<file path="config.mk">
export PLATFORM = sky130hd
export DESIGN_NAME = nsov_trip
export DESIGN_NICKNAME = d
export VERILOG_FILES = /design/src/shared/nsov_pkg.sv /design/src/rtl/nsov_trip.sv
export VERILOG_INCLUDE_DIRS = /design/src /design/src/shared
export SDC_FILE = /design/constraint.sdc
export NUM_CORES = 1
export LEC_CHECK = 0
export BUFFER_PORTS_ARGS = -buffer_cell sky130_fd_sc_hd__buf_2
export CORE_MARGIN = 3
export CORE_UTILIZATION = 35
export CTS_BUF_LIST = sky130_fd_sc_hd__clkbuf_16
export CTS_CLUSTER_DIAMETER = 40
export DETAILED_ROUTE_END_ITERATION = 8
export HOLD_SLACK_MARGIN = 0.12
export PLACE_DENSITY = 0.65
export SLEW_MARGIN = 20
export SYNTH_ARGS = -nofsm -noshare
export SYNTH_HDL_FRONTEND = slang
export SYNTH_SLANG_ARGS = --single-unit
</file>
<file path="constraint.sdc">
create_clock -name I_CLOCK -period 4 [get_ports I_CLOCK]
set_input_delay 0.6 -clock I_CLOCK [delete_from_list [all_inputs] [get_ports I_CLOCK]]
set_output_delay 0.6 -clock I_CLOCK [all_outputs]
set_load 0.02 [all_outputs]
</file>
<file path="src/shared/nsov_defines.svh">
// Register offsets, field positions, reset values and timing counts of the overvoltage block.
`ifndef NSOV_DEFINES_SVH
`define NSOV_DEFINES_SVH
`define NSOV_OFF_CTRL       12'h000
`define NSOV_OFF_LEVEL      12'h004
`define NSOV_OFF_DELAY      12'h008
`define NSOV_OFF_STATUS     12'h00C
`define NSOV_OFF_IRQ_STAT   12'h010
`define NSOV_OFF_IRQ_MASK   12'h014
`define NSOV_OFF_ELAPSED    12'h018
`define NSOV_CTRL_ENABLE    0
`define NSOV_CTRL_START_ONLY 1
`define NSOV_LEVEL_MIN      8'd2
`define NSOV_LEVEL_MAX      8'd40
`define NSOV_LEVEL_RST      8'd30
`define NSOV_DELAY_MIN      16'd50
`define NSOV_DELAY_MAX      16'd60000
`define NSOV_DELAY_RST      16'd100
`define NSOV_CLK_HZ         10000000
`define NSOV_MS_PER_S       1000
`define NSOV_CYC_PER_MS     (`NSOV_CLK_HZ / `NSOV_MS_PER_S)
`define NSOV_IRQ_START      0
`define NSOV_IRQ_TRIP       1
`define NSOV_IRQ_DROP       2
`define NSOV_RESP_OKAY      2'b00
`define NSOV_RESP_SLVERR    2'b10
`endif

</file>
<file path="src/shared/nsov_pkg.sv">
// Types shared by the overvoltage block.
package nsov_pkg;
  typedef enum logic [1:0] {
    NSOV_IDLE    = 2'b00,
    NSOV_TIMING  = 2'b01,
    NSOV_TRIPPED = 2'b11
  } nsov_state_e;
  typedef struct packed {
    logic enable;
    logic start_only;
  } nsov_cfg_s;
  typedef struct packed {
    logic drop;
    logic trip;
    logic start;
  } nsov_evt_s;
endpackage

</file>
<file path="src/rtl/nsov_trip.sv">
// Negative sequence definite-time overvoltage start and trip logic with AXI4-Lite registers.
//
// Contract
// RQ1: Start is high exactly while measured magnitude is above the start level.
// RQ2: Trip only after full delay elapses in start, and not in start-only mode.
// RQ3: Start and trip are suppressed when disabled by setting or block input.
// RQ4: Operating time equals configured delay regardless of how far level is exceeded.
// RQ5: Start and timing depend only on the negative sequence magnitude.
// RQ6: Outputs formed in a decision stage from states, config flags and block input.
// RQ7: Upstream supplies the negative sequence RMS magnitude as the measured input.
// RQ8: Start level is integer percent, 2 to 40, step one, default 30.
// RQ9: Trip delay in ms, 50 to 60000, step one, default 100.
// RQ10: Start-only flag, default false, keeps start while never asserting trip.
// RQ11: Block input comes from user logic outside; asserting it disables function.
// RQ12: Timer clears and start drops at or below level, or when blocked.
//
// Decided for this implementation: the placing of the registers and the AXI4-Lite interface to the registers.
`timescale 1ns/1ns
`include "nsov_defines.svh"
module nsov_trip #(
  parameter int unsigned CYC_PER_MS = `NSOV_CYC_PER_MS
) (
  // Clock and reset.
  input  wire logic        I_CLOCK,
  input  wire logic        I_ARST_N,
  // Measured negative sequence magnitude in percent of nominal, and its strobe.
  input  wire logic [7:0]  I_NEG_SEQ_PCT,
  input  wire logic        I_NEG_SEQ_VALID,
  // Blocking input from user logic, asynchronous to this block.
  input  wire logic        I_BLOCK_INPUT,
  // AXI4-Lite write address channel.
  input  wire logic [11:0] I_AWADDR,
  input  wire logic        I_AWVALID,
  output logic             O_AWREADY,
  // AXI4-Lite write data channel.
  input  wire logic [31:0] I_WDATA,
  input  wire logic [3:0]  I_WSTRB,
  input  wire logic        I_WVALID,
  output logic             O_WREADY,
  // AXI4-Lite write response channel.
  output logic [1:0]       O_BRESP,
  output logic             O_BVALID,
  input  wire logic        I_BREADY,
  // AXI4-Lite read address channel.
  input  wire logic [11:0] I_ARADDR,
  input  wire logic        I_ARVALID,
  output logic             O_ARREADY,
  // AXI4-Lite read data channel.
  output logic [31:0]      O_RDATA,
  output logic [1:0]       O_RRESP,
  output logic             O_RVALID,
  input  wire logic        I_RREADY,
  // Protection outputs and interrupt.
  output logic             O_GENERAL_START_OUT,
  output logic             O_GENERAL_TRIP_OUT,
  output logic             O_IRQ
);

  // Block input is from another domain, so it is synchronised first.
  logic blk_meta_q, blk_sync_q;
  always_ff @(posedge I_CLOCK or negedge I_ARST_N) begin
    if (!I_ARST_N) begin
      blk_meta_q <= 1'b0;
      blk_sync_q <= 1'b0;
    end else begin
      blk_meta_q <= I_BLOCK_INPUT;
      blk_sync_q <= blk_meta_q;
    end
  end

  // Configuration and interrupt registers.
  nsov_pkg::nsov_cfg_s cfg_q, cfg_d;
  logic [7:0]  level_q, level_d;
  logic [15:0] delay_q, delay_d;
  logic [2:0]  irq_stat_q, irq_stat_d;
  logic [2:0]  irq_mask_q, irq_mask_d;
  logic [7:0]  meas_q, meas_d;

  // Write channel state: address and data are latched independently.
  logic        aw_have_q, aw_have_d, w_have_q, w_have_d, bvalid_q, bvalid_d;
  logic [11:0] awaddr_q, awaddr_d;
  logic [31:0] wdata_q, wdata_d;
  logic [3:0]  wstrb_q, wstrb_d;
  logic [1:0]  bresp_q, bresp_d;
  // Read channel state.
  logic        rvalid_q, rvalid_d;
  logic [31:0] rdata_q, rdata_d;
  logic [1:0]  rresp_q, rresp_d;

  // Protection state.
  nsov_pkg::nsov_state_e state_q, state_d;
  logic [$clog2(CYC_PER_MS)-1:0] tick_q, tick_d;
  logic [15:0] ms_q, ms_d;
  logic        gen_st_q, gen_st_d, gen_tr_q, gen_tr_d, irq_q, irq_d;
  nsov_pkg::nsov_evt_s evt;
  logic        above, blocked, wr_fire;

  // Comparison uses only the negative sequence magnitude; strict greater-than. [RQ5] [RQ1]
  assign above   = meas_q > level_q;                    // [RQ1] [RQ12]
  assign blocked = !cfg_q.enable || blk_sync_q;         // [RQ3] [RQ11]
  assign wr_fire = aw_have_q && w_have_q && !bvalid_q;

  // Characteristic stage: definite timer counts whole milliseconds while above level.
  always_comb begin
    state_d = state_q;
    tick_d  = tick_q;
    ms_d    = ms_q;
    meas_d  = I_NEG_SEQ_VALID ? I_NEG_SEQ_PCT : meas_q; // [RQ7]
    if (blocked || !above) begin
      // Falling back or blocking clears the timer at once. [RQ12]
      state_d = nsov_pkg::NSOV_IDLE;
      tick_d  = '0;
      ms_d    = '0;
    end else begin
      case (state_q)
        nsov_pkg::NSOV_IDLE: begin
          state_d = nsov_pkg::NSOV_TIMING;
          tick_d  = '0;
          ms_d    = '0;
        end
        nsov_pkg::NSOV_TIMING: begin
          // Fixed time, independent of the excess over the level. [RQ4]
          if (tick_q == $bits(tick_q)'(CYC_PER_MS - 1)) begin
            tick_d = '0;
            ms_d   = ms_q + 16'd1;
            if (ms_q + 16'd1 >= delay_q) begin
              state_d = nsov_pkg::NSOV_TRIPPED;         // [RQ2]
            end
          end else begin
            tick_d = tick_q + $bits(tick_q)'(1);
          end
        end
        default: begin
          state_d = nsov_pkg::NSOV_TRIPPED;
        end
      endcase
    end
  end

  // Decision stage: combines internal states with flags and blocking. [RQ6]
  always_comb begin
    gen_st_d = !blocked && above && state_q != nsov_pkg::NSOV_IDLE;     // [RQ1] [RQ3]
    gen_tr_d = !blocked && above && state_q == nsov_pkg::NSOV_TRIPPED
               && !cfg_q.start_only;                                    // [RQ2] [RQ10]
    evt.start = gen_st_d && !gen_st_q;
    evt.trip  = gen_tr_d && !gen_tr_q;
    evt.drop  = !gen_st_d && gen_st_q;
  end

  // Bus write decode, register updates and sticky interrupt bits.
  // Settings outside the documented range are clamped so the timer never misbehaves.
  always_comb begin
    cfg_d      = cfg_q;
    level_d    = level_q;
    delay_d    = delay_q;
    irq_mask_d = irq_mask_q;
    irq_stat_d = irq_stat_q;
    aw_have_d  = aw_have_q;
    w_have_d   = w_have_q;
    awaddr_d   = awaddr_q;
    wdata_d    = wdata_q;
    wstrb_d    = wstrb_q;
    bvalid_d   = bvalid_q;
    bresp_d    = bresp_q;
    if (I_AWVALID && !aw_have_q) begin
      aw_have_d = 1'b1;
      awaddr_d  = I_AWADDR;
    end
    if (I_WVALID && !w_have_q) begin
      w_have_d = 1'b1;
      wdata_d  = I_WDATA;
      wstrb_d  = I_WSTRB;
    end
    if (bvalid_q && I_BREADY) begin
      bvalid_d = 1'b0;
    end
    if (wr_fire) begin
      aw_have_d = 1'b0;
      w_have_d  = 1'b0;
      bvalid_d  = 1'b1;
      bresp_d   = `NSOV_RESP_OKAY;
      if (awaddr_q[11:2] == `NSOV_OFF_CTRL >> 2) begin
        if (wstrb_q[0]) begin
          cfg_d.enable     = wdata_q[`NSOV_CTRL_ENABLE];
          cfg_d.start_only = wdata_q[`NSOV_CTRL_START_ONLY];      // [RQ10]
        end
      end else if (awaddr_q[11:2] == `NSOV_OFF_LEVEL >> 2) begin
        if (wstrb_q[0]) begin
          level_d = wdata_q[7:0] < `NSOV_LEVEL_MIN ? `NSOV_LEVEL_MIN :
                    wdata_q[7:0] > `NSOV_LEVEL_MAX ? `NSOV_LEVEL_MAX : wdata_q[7:0]; // [RQ8]
        end
      end else if (awaddr_q[11:2] == `NSOV_OFF_DELAY >> 2) begin
        if (wstrb_q[1:0] == 2'b11) begin
          delay_d = wdata_q[15:0] < `NSOV_DELAY_MIN ? `NSOV_DELAY_MIN :
                    wdata_q[15:0] > `NSOV_DELAY_MAX ? `NSOV_DELAY_MAX : wdata_q[15:0]; // [RQ9]
        end
      end else if (awaddr_q[11:2] == `NSOV_OFF_IRQ_STAT >> 2) begin
        if (wstrb_q[0]) begin
          irq_stat_d = irq_stat_q & ~wdata_q[2:0];
        end
      end else if (awaddr_q[11:2] == `NSOV_OFF_IRQ_MASK >> 2) begin
        if (wstrb_q[0]) begin
          irq_mask_d = wdata_q[2:0];
        end
      end else if (awaddr_q[11:2] == `NSOV_OFF_STATUS >> 2 ||
                   awaddr_q[11:2] == `NSOV_OFF_ELAPSED >> 2) begin
        bresp_d = `NSOV_RESP_OKAY;
      end else begin
        bresp_d = `NSOV_RESP_SLVERR;
      end
    end
    // Hardware set wins over a software clear in the same cycle.
    irq_stat_d = irq_stat_d | {evt.drop, evt.trip, evt.start};
    irq_d      = |(irq_stat_d & irq_mask_d);
  end

  // Bus read decode; one read at a time, answered the cycle after the address.
  always_comb begin
    rvalid_d = rvalid_q;
    rdata_d  = rdata_q;
    rresp_d  = rresp_q;
    if (rvalid_q && I_RREADY) begin
      rvalid_d = 1'b0;
    end
    if (I_ARVALID && !rvalid_q) begin
      rvalid_d = 1'b1;
      rresp_d  = `NSOV_RESP_OKAY;
      rdata_d  = 32'h0000_0000;
      if (I_ARADDR[11:2] == `NSOV_OFF_CTRL >> 2) begin
        rdata_d[1:0] = {cfg_q.start_only, cfg_q.enable};
      end else if (I_ARADDR[11:2] == `NSOV_OFF_LEVEL >> 2) begin
        rdata_d[7:0] = level_q;
      end else if (I_ARADDR[11:2] == `NSOV_OFF_DELAY >> 2) begin
        rdata_d[15:0] = delay_q;
      end else if (I_ARADDR[11:2] == `NSOV_OFF_STATUS >> 2) begin
        rdata_d[15:0] = {meas_q, 3'b000, blk_sync_q, state_q, gen_tr_q, gen_st_q};
      end else if (I_ARADDR[11:2] == `NSOV_OFF_IRQ_STAT >> 2) begin
        rdata_d[2:0] = irq_stat_q;
      end else if (I_ARADDR[11:2] == `NSOV_OFF_IRQ_MASK >> 2) begin
        rdata_d[2:0] = irq_mask_q;
      end else if (I_ARADDR[11:2] == `NSOV_OFF_ELAPSED >> 2) begin
        rdata_d[15:0] = ms_q;
      end else begin
        rresp_d = `NSOV_RESP_SLVERR;
      end
    end
  end

  // Registers only; all next values come from the processes above.
  always_ff @(posedge I_CLOCK or negedge I_ARST_N) begin
    if (!I_ARST_N) begin
      cfg_q      <= '{enable: 1'b1, start_only: 1'b0};
      level_q    <= `NSOV_LEVEL_RST;
      delay_q    <= `NSOV_DELAY_RST;
      irq_stat_q <= 3'h0;
      irq_mask_q <= 3'h0;
      meas_q     <= 8'h00;
      aw_have_q  <= 1'b0;
      w_have_q   <= 1'b0;
      awaddr_q   <= 12'h000;
      wdata_q    <= 32'h0000_0000;
      wstrb_q    <= 4'h0;
      bvalid_q   <= 1'b0;
      bresp_q    <= 2'b00;
      rvalid_q   <= 1'b0;
      rdata_q    <= 32'h0000_0000;
      rresp_q    <= 2'b00;
      state_q    <= nsov_pkg::NSOV_IDLE;
      tick_q     <= '0;
      ms_q       <= 16'h0000;
      gen_st_q   <= 1'b0;
      gen_tr_q   <= 1'b0;
      irq_q      <= 1'b0;
    end else begin
      cfg_q      <= cfg_d;
      level_q    <= level_d;
      delay_q    <= delay_d;
      irq_stat_q <= irq_stat_d;
      irq_mask_q <= irq_mask_d;
      meas_q     <= meas_d;
      aw_have_q  <= aw_have_d;
      w_have_q   <= w_have_d;
      awaddr_q   <= awaddr_d;
      wdata_q    <= wdata_d;
      wstrb_q    <= wstrb_d;
      bvalid_q   <= bvalid_d;
      bresp_q    <= bresp_d;
      rvalid_q   <= rvalid_d;
      rdata_q    <= rdata_d;
      rresp_q    <= rresp_d;
      state_q    <= state_d;
      tick_q     <= tick_d;
      ms_q       <= ms_d;
      gen_st_q   <= gen_st_d;
      gen_tr_q   <= gen_tr_d;
      irq_q      <= irq_d;
    end
  end

  // Outputs straight from flip-flops.
  assign O_AWREADY           = !aw_have_q;
  assign O_WREADY            = !w_have_q;
  assign O_BVALID            = bvalid_q;
  assign O_BRESP             = bresp_q;
  assign O_ARREADY           = !rvalid_q;
  assign O_RVALID            = rvalid_q;
  assign O_RDATA             = rdata_q;
  assign O_RRESP             = rresp_q;
  assign O_GENERAL_START_OUT = gen_st_q;
  assign O_GENERAL_TRIP_OUT  = gen_tr_q;
  assign O_IRQ               = irq_q;

endmodule // nsov_trip

</file>
# After elaboration in Yosys (flattened, before gate mapping)
# Cells that the tools add are included.
# op_classes
shifts	0
n_reduce_logical	43
multipliers	0
addsub	2
muxes	59
n_div	0
bitwise	6
eq_ne	18
magnitude_cmp	6
# op_table
op	count
$mux 16	7
$eq 10x3->1 const B	6
$mux 3	15
$mux 14	3
$eq 10x2->1 const B	4
$mux 2	17
$mux 8	4
$pmux 16 s2	1
$pmux 14 s2	1
$mux 13	2
$eq 10x1->1 const B	2
$logic_not 10->1	2
$add 16x1->16 const B	1
$ge 16x16->1	1
$gt 16x16->1 const B	1
$lt 16x6->1 const B	1
$add 14x1->14 const B	1
$eq 14x14->1 const B	1
$logic_and 1x1->1	14
$logic_not 1->1	11
$reduce_bool 2->1	5
$gt 8x6->1 const B	1
$gt 8x8->1	1
$lt 8x2->1 const B	1
other kinds (17)	31
# totals
out_inout_bits	44
n_memories	0
latch_bits	0
rom_bits	0
ff_bits	131
ramBits	0
input_bits	77

# Longest topological paths before layout
# Gate-level depths: netlist (run 1).
# depth
word_depth	11
mapped_depth	12

# Least setup slack after synthesis (run 1)
# Ideal clock, no wire load.
# synth_timing
path_type	register to register
from	register ms_q[0]
to	register state_q[1]
setup_slack_ns	1.436
synth_period_minus_slack_ns	2.564
t_arrival_ns	2.482
stages_incl_launch_ff	12
cell_sequence	dfrtp_1 ha_1 nand3_1 nor2_1 and3_1 nand3_1 xnor2_1 ha_1 nand4_1 a2111oi_0 a21oi_1 o21ai_0
# synth_via
elab_chain_len	4
# synth_rtl
element	line	text
start, declared	nsov_trip.sv:93	logic [15:0] ms_q, ms_d;
start signal, assigned	nsov_trip.sv:293	ms_q <= ms_d;
$add 16x1->16	nsov_trip.sv:126	if (ms_q + 16'd1 >= delay_q) begin
$ge 16x16->1	nsov_trip.sv:126	
$ne 3x3->1 (no line)	-	
$reduce_and 2->1 (no line)	-	
end signal, assigned	nsov_trip.sv:268	state_q <= nsov_pkg::NSOV_IDLE;
end signal, assigned	nsov_trip.sv:291	state_q <= state_d;
end, declared	nsov_trip.sv:91	nsov_pkg::nsov_state_e state_q, state_d;
# Every way passes these cells.
# A chain may end at the register's enable or synchronous reset.

# Worst setup path in the final report (run 1)
# Ends and elaborated chain as after synthesis.

==> results of run 1 <==
[metal layers]
layer  vias up  part of all wire [%]  GRT usage (%)
met3        27                   5.4           4.00
met5         -                 0.081              0
met2       135                    46           25.1
met4         2                   2.1           6.38
met1      2453                    46           22.2
li1       2525                     -              -
[cell usage after synthesis, types with 4 or more instances]
cell         n
nor3_1      10
and2_1       4
nand2b_1     9
nor2b_1      6
mux2i_1      7
a311oi_1     6
o21ai_0     47
xor2_1       6
nand2_1     60
ha_1        26
clkbuf_1    24
buf_4       18
a21o_1       9
nor2_1      31
and3_1      11
nand3_1     23
o2bb2ai_1    5
mux2_2      39
inv_1       44
a31oi_1      8
a22oi_1      7
nor4_1       7
dfstp_2      8
nand3b_1     4
or3_1        6
xnor2_1     14
a22o_1      13
a21oi_1     21
nand4_1      9
a221o_1      9
o21ai_1      5
a211oi_1     4
dfrtp_1    119
[final timing paths]
| check | from | to | slack, ps | cells after the start |
|---|---|---|---|---|
| worst max-delay path | ms_q[0] | state_q[1] | 880 | 11 |
| worst min-delay path | I_ARST_N | awaddr_q[8] | 210 | 1 |
| worst max register to register | ms_q[0] | state_q[1] | 880 | 11 |
| worst min register to register | blk_meta_q | blk_sync_q | 350 | 0 |
| max in group asynchronous | I_ARST_N | tick_q[9] | 3080 | 2 |
| min in group I_CLOCK | I_BLOCK_INPUT | blk_meta_q | 280 | 1 |
[cells by family (layout without fill, tap and decap cells)]
logic type               count (synthesis)  count (layout)  synth area share (%)
AO/OA/AOI/OAI                          161             161                  16.4
adder cells (fa/ha/maj)                 26              26                  4.84
flip-flops                             127             127                  47.4
other                                    1              18                0.0558
multiplexers                            46              46                  7.57
buffers and inverters                   89             160                  6.12
AND/OR/NAND/NOR                        194             194                  15.0
XOR/XNOR                                20              20                  2.61
[per-stage QoR]
step / utilization (%) / instance area (um^2) / std cells / setup WS [ps]
2_1_floorplan: - / 6790 / 681 / 1440
3_3_place_gp: 38.8 / 7290 / 955 / 929
3_5_place_dp: 38.8 / 7290 / 955 / 953
4_1_cts: 42.3 / 7940 / 986 / 874
5_1_grt: 42.3 / 7940 / 986 / 574
6_report: 42.3 / 7940 / 986 / 884
[cell usage in the layout, fill, tap and decap left out, types with 9 or more instances in the layout]
cell,n
ha_1,26
and3_1,11
a22o_1,13
a221o_1,9
nand2_1,60
nor2_1,31
nand4_1,9
mux2_2,39
dfrtp_1,119
nor3_1,10
inv_1,45
a21oi_1,21
xnor2_1,14
buf_2,79
clkbuf_16,17
nand3_1,23
conb_1,18
o21ai_0,47
nand2b_1,9
a21o_1,9
[final cells by class]
| class | count | area, um^2 |
|---|---|---|
| Multi-Input combinational cell | 465 | 3190 |
| Inverter | 44 | 165 |
| Tap cell | 234 | 293 |
| Timing Repair Buffer | 85 | 457 |
| Sequential cell | 127 | 3190 |
| Clock inverter | 14 | 223 |
| Fill cell | 1805 | 10800 |
| Clock buffer | 17 | 425 |
[flip-flops by register name, summed over array words and instances, names as in the netlist, 2 cells and up]
register    flops
meas_q          8
state_q         2
tick_q         14
awaddr_q       10
wdata_q        16
delay_q        16
O_RDATA        16
wstrb_q         2
irq_stat_q      3
ms_q           16
level_q         8
cfg_q           2
irq_mask_q      3
[worst register-to-register path: stages, from the launching register on]
cell and delay [ps]:
dfrtp_1 460, ha_1 270, nand3_1 160, nor2_1 380, and3_1 290, nand3_1 160, xnor2_1 170, ha_1 300
nand4_1 120, a2111oi_0 350, a21oi_1 190, o21ai_0 170
[power by group through the flow]
stage	combinational [mW]	clock [mW]	sequential, mW
after CTS	0.579	1.74	1.68
after detailed placement	0.576	0	1.70
after floorplan	0.430	0	1.64
final	0.571	1.70	1.68
after global routing	0.646	1.79	1.71
after global placement	0.561	0	1.69
==> results.md, run 1 <==
- Core Region: 18800 um^2
- Rel. slew slack: 34.7%
- CTS tree: done
- Die Wd: 145 um
- Ys flop type: dfrtp_1
- Syn Area/Cell: 10.1 um^2
- TritonRoute pass-1 iters: 7
- Clk slew on worst S/H paths: 60 ps
- EDFF count, synth: 0
- Fmax: 321 MHz
- Layout cells sized above 1: 22.7%
- Ys async rst share: 100%
- Crit path DAT: 3470 ps
- Cells along the critical path: ha_1, nand3_1, nor2_1, and3_1, nand3_1, xnor2_1, ha_1, nand4_1, a2111oi_0, a21oi_1, o21ai_0
- Hold WS: 205 ps
- Ranking of synthesized cells by area: dfrtp_1 (44%), mux2_2 (6.5%), ha_1 (4.8%)
- Crit path largest cell delay: 460 ps
- Cell Rows: 50
- Total routed wirelength: 16.1 mm
- Resized cells post-CTS: 0
- RSZ-0062 raised after global routing: no
- Leak: 3.59 nW
- Combinational share of power: 14.5%
- Setup_tns: 0 ps
- CP Class: reg2reg
- Endpoints failing hold: 0
- YS warnings: 0
- Maximum root-to-sink buffer count: 2
- CTS H-tree depth: 4
- Pwr per Cell Area: 497 nW/um^2
- Period utilization: 77.9%
- CP Launch Type: register
- Initial antenna violation count: 1
- Yosys cell types: 61
- Grt ovf: 0
- Switching Fraction: 26.9%
- Slowest CP cell: dfrtp_1
- # DRC: 0
- Initial Utilization: 35.8%
- Hold Crit Class: in2async
- PortBufs: 80
- Bufs and invs on worst path: 0
- Nets@finish: 843
- CP endpoint kind: register
- Power, Total: 3.95 mW
- Hpwl dp: 12.0 mm
- Cell accounting for the most synthesized area: dfrtp_1
- Final Skew: 10.1 ps
- Antenna viol nets, final: 0
- GPL Wtd Cong: 0.892
- Worst-Skew Late Latency: 430 ps
- Syn-to-layout area delta: 18.1%
- Synth Cell Area: 6720 um^2
- Die area: 20900 um^2
- MaxCap Viol Count: 0
- P_sw: 1.06 mW
- Largest net degree at the start of global routing: 84
- Vias in the first global route: 4890
- Slew @ Worst Pin: 977 ps
- Minimum clock period: 3120 ps
- Root buf cell: clkbuf_16
- Postcts setup bufs: 0
- Post-Syn Instances: 664
- Max rail drop VDD: 0.394 mV
- Total GRT Usage: 16.3%
- Vias per inst: 5.22
- Cell-internal power: 2.89 mW
- Max Transition Viols Final: 0
- Clk sink count: 127
- Ant. Diodes: 0
- Final setup viols: 0
- Top cell family by delay on the critical path: simple AND/OR/NAND/NOR gates
- Wire per inst: 16.4 um
- Worst Path Required: 4350 ps
- Die H: 145 um
- Register area share after synthesis: 47.4%
- #FFs+latches synth: 127
- Clock share of power: 43.0%
- Status: finished clean
- # hold bufs at CTS: 0
- Initial DRC count: 349
- Top cell type's share of synthesized area: 44.3%
- Global-route wire length before repair: 26.1 mm
- DR vias: 5142
- Reg power frac: 42.5%
- CTS Buf Count: 17
- # IOs: 121
- Worst-path fanout max: 7
(Power assumes the default switching activity.)
==> run 2, diff against run 1 <==
--- a/config.mk
+++ b/config.mk
@@ -6,6 +6,7 @@
 export SDC_FILE = /design/constraint.sdc
 export NUM_CORES = 1
 export LEC_CHECK = 0
+export ABC_AREA = 1
 export BUFFER_PORTS_ARGS = -buffer_cell sky130_fd_sc_hd__buf_2
 export CORE_MARGIN = 3
 export CORE_UTILIZATION = 35
@@ -13,7 +14,7 @@
 export CTS_CLUSTER_DIAMETER = 40
 export DETAILED_ROUTE_END_ITERATION = 8
 export HOLD_SLACK_MARGIN = 0.12
-export PLACE_DENSITY = 0.65
+export PLACE_DENSITY = 0.67
 export SLEW_MARGIN = 20
 export SYNTH_ARGS = -nofsm -noshare
 export SYNTH_HDL_FRONTEND = slang
==> constraint.sdc (replaced) <==
create_clock -name I_CLOCK -period 2.59 [get_ports I_CLOCK]
set_input_delay 0.3885 -clock I_CLOCK [delete_from_list [all_inputs] [get_ports I_CLOCK]]
set_output_delay 0.3885 -clock I_CLOCK [all_outputs]
set_load 0.02 [all_outputs]
==> results.md, run 2 <==
- Root buf cell: clkbuf_16
- Slew @ Worst Pin: 524 ps (-452 ps)
- Global-route wire length before repair: 28.6 mm (+9.5%)
- Syn Area/Cell: 7.96 um^2 (-21%)
- Hold Crit Class: in2reg
- Die H: 149 um (+3.1%)
- # IOs: 121 (unchanged)
- Pwr per Cell Area: 726 nW/um^2 (+46%)
- Most frequent cell after synthesis: nand2_1
- RSZ-0062 raised after global routing: yes
- Crit path DAT: 2760 ps (-710 ps)
- Status: finished clean
- Top post-synthesis cells by count: nand2_1 (217), inv_1 (125), dfrtp_1 (119)
- GR Layer Usage met3: 3.62% (-0.39 points)
- CP Launch Type: register
- Routing usage on met1: 23.3% (+1.1 points)
- GR Util met2: 24.1% (-0.97 points)
- Post-Syn Instances: 900 (+36%)
- TritonRoute pass-1 iters: 6 (-1)
- Core Region: 19800 um^2 (+5.4%)
- Util after Layout: 43.0% (+0.72 points)
- Clk sink count: 127 (unchanged)
- Total routed wirelength: 17.5 mm (+8.8%)
- Ant. Diodes: 0 (unchanged)
- PortBufs: 80 (unchanged)
- CTS H-tree depth: 4 (unchanged)
- Xor-xnor portion of the synthesized cell area: 1.34% (-1.3 points)
- Hpwl dp: 13.4 mm (+12%)
- Max rail drop VDD: 0.571 mV (+45%)
- GPL Wtd Cong: 0.895 (+0.33%)
- Ranking of synthesized cells by area: dfrtp_1 (42%), nand2_1 (11%), inv_1 (6.5%)
- YS warnings: 0 (unchanged)
- MaxCap Viol Count: 0 (unchanged)
- Largest family of logic cells by synthesized area: simple AND/OR/NAND/NOR gates
- Post-Synth Adder-Cell Area: 4.54% (-0.30 points)
- CP Class: reg2reg
- Vias in the first global route: 5793 (+18%)
- Die area: 22200 um^2 (+6.3%)
- CTS Buf Count: 17 (unchanged)
- Nets@finish: 1101 (+31%)
- Synth Cell Area: 7170 um^2 (+6.6%)
- Initial antenna violation count: 0 (-1)
- Hold WS: 140 ps (-65.0 ps)
- #FFs+latches synth: 127 (unchanged)
- Mux share of post-synthesis cell area: 2.67% (-4.9 points)
- Grt ovf: 0 (unchanged)
- EDFF count, synth: 0 (unchanged)
- Switching Fraction: 31.9% (+5.0 points)
- Die Wd: 149 um (+3.1%)
- Endpoints failing hold: 0 (unchanged)
- DR vias: 6207 (+21%)
- Dpl cells: 1239 (+30%)
- Top cell type's share of synthesized area: 41.5% (-2.8 points)
- Period utilization: 94.9% (+17 points)
- Worst Path Required: 2890 ps (-1460 ps)
- Power, Total: 6.17 mW (+56%)
- Antenna viol nets, final: 0 (unchanged)
- Syn-to-layout area delta: 18.7%
- Most frequent cells in the layout: nand2_1 (216), inv_1 (126), dfrtp_1 (119)
- Initial DRC count: 372 (+6.6%)
- Cell Rows: 51 (+2.0%)
- CTS tree: done
- Maximum root-to-sink buffer count: 2 (unchanged)
- Fmax: 407 MHz (+27%)
- Largest net degree at the start of global routing: 57 (-32%)
- Combinational share of power: 19.4% (+4.9 points)
- Setup_tns: 0 ps (unchanged)
- Ys async rst share: 100% (unchanged)
- Clk slew on worst S/H paths: 60 ps (about the same)
- Worst-path fanout max: 6 (-1)
- Reg power frac: 41.6% (-0.9 points)
- Vias per inst: 4.87 (-6.6%)
- Cell accounting for the most synthesized area: dfrtp_1
- P_sw: 1.97 mW (+85%)
- Ys flop type: dfrtp_1
- Initial Utilization: 36.2% (+0.42 points)
- Final setup viols: 0 (unchanged)
- Wire per inst: 13.8 um (-16%)
- Clock share of power: 39.0% (-4.0 points)
- Cell-internal power: 4.20 mW (+46%)
- Worst-Skew Late Latency: 430 ps (about the same)
- Busiest grt layer: met2
- Synth Area in Simple Gates: 25.5% (+11 points)
- Leak: 4.10 nW (+14%)
- Yosys cell types: 51 (-16%)
- Final Skew: 14.0 ps (+3.94 ps)
- Total GRT Usage: 16.1% (-0.16 points)
- Max Transition Viols Final: 0 (unchanged)
- Commonest non-fill, non-tap cell in the layout: nand2_1
- Minimum clock period: 2460 ps (-658 ps)
- Rel. slew slack: 64.9% (+30 points)
- Finished Layout Cells: 1275 (+29%)
- CP endpoint kind: register
- # DRC: 0 (unchanged)
- Register area share after synthesis: 44.5% (-2.9 points)
- Layout cells sized above 1: 18.7% (-4.0 points)
- Post-synthesis compound-gate area fraction: 11.1% (-5.3 points)
[run 2: repair_timing]
action,4_1_cts,5_1_grt
endpoints found under the hold margin,23,0
endpoints found under the setup margin,0,1
resized for setup,0,10
hold buffers,2,0
setup buffers,0,3
[run 2: metrics by stage]
stage / area, um^2 / setup WS, ps
after detailed placement: 7830 / 97.6
after floorplan: 7230 / 361
after CTS: 8440 / 51.7
after global placement: 7830 / 154
final: 8510 / 132
after global routing: 8510 / -107
[run 2: power groups by stage]
stage | Combinational, mW | Sequential [mW] | Clock, mW
finish | 1.20 | 2.57 | 2.41
global route | 1.36 | 2.61 | 2.56
CTS | 1.20 | 2.57 | 2.46
detailed placement | 1.19 | 2.60 | 0
global placement | 1.17 | 2.59 | 0
floorplan | 0.860 | 2.54 | 0
[run 2: cell families after synthesis]
kind of cell | Yosys count
other | 1
DFF | 127
buffers and inverters | 166
xor gates and xnor gates | 11
AOI/OAI and AO/OA | 140
adders and majority gates | 26
muxes | 17
and+or+nand+nor | 412
[run 2: routing by layer]
layer	part of all wire [%]	up-vias
met5	0	-
met4	1.2	0
met3	6.4	16
met2	44	178
met1	48	2903
li1	-	3110
[run 2: layout make-up]
| type | instances | area [um^2] |
|---|---|---|
| multi-input combinational | 624 | 3350 |
| tap | 265 | 332 |
| fill | 2018 | 11300 |
| clock inverter | 14 | 169 |
| inverter | 131 | 497 |
| clock buffer | 17 | 425 |
| timing repair buffer | 97 | 548 |
| sequential | 127 | 3190 |
[run 2: final timing paths]
path	slack [ps]	end	startpoint	cells past startpoint
setup / recovery	130	state_q[1]	ms_q[5]	14
hold / removal	140	O_BVALID	I_BREADY	2
setup reg to reg	130	state_q[1]	ms_q[5]	14
hold reg to reg	360	blk_sync_q	blk_meta_q	0
max in group asynchronous	1490	cfg_q[1]	I_ARST_N	3
min in group asynchronous	450	ms_q[1]	I_ARST_N	2
[run 2: worst max-delay path: stages (launching register included)]
cell and delay (ps):
dfrtp_1 440, nand2_1 130, nor2_2 150, nand4_1 190, buf_4 190, o21ai_0 230
inv_1 80, ha_1 290, a21oi_1 130, o21a_1 120, nand2_1 60, a21oi_2 100
nand4_1 90, nand2_1 90, nor2_1 40
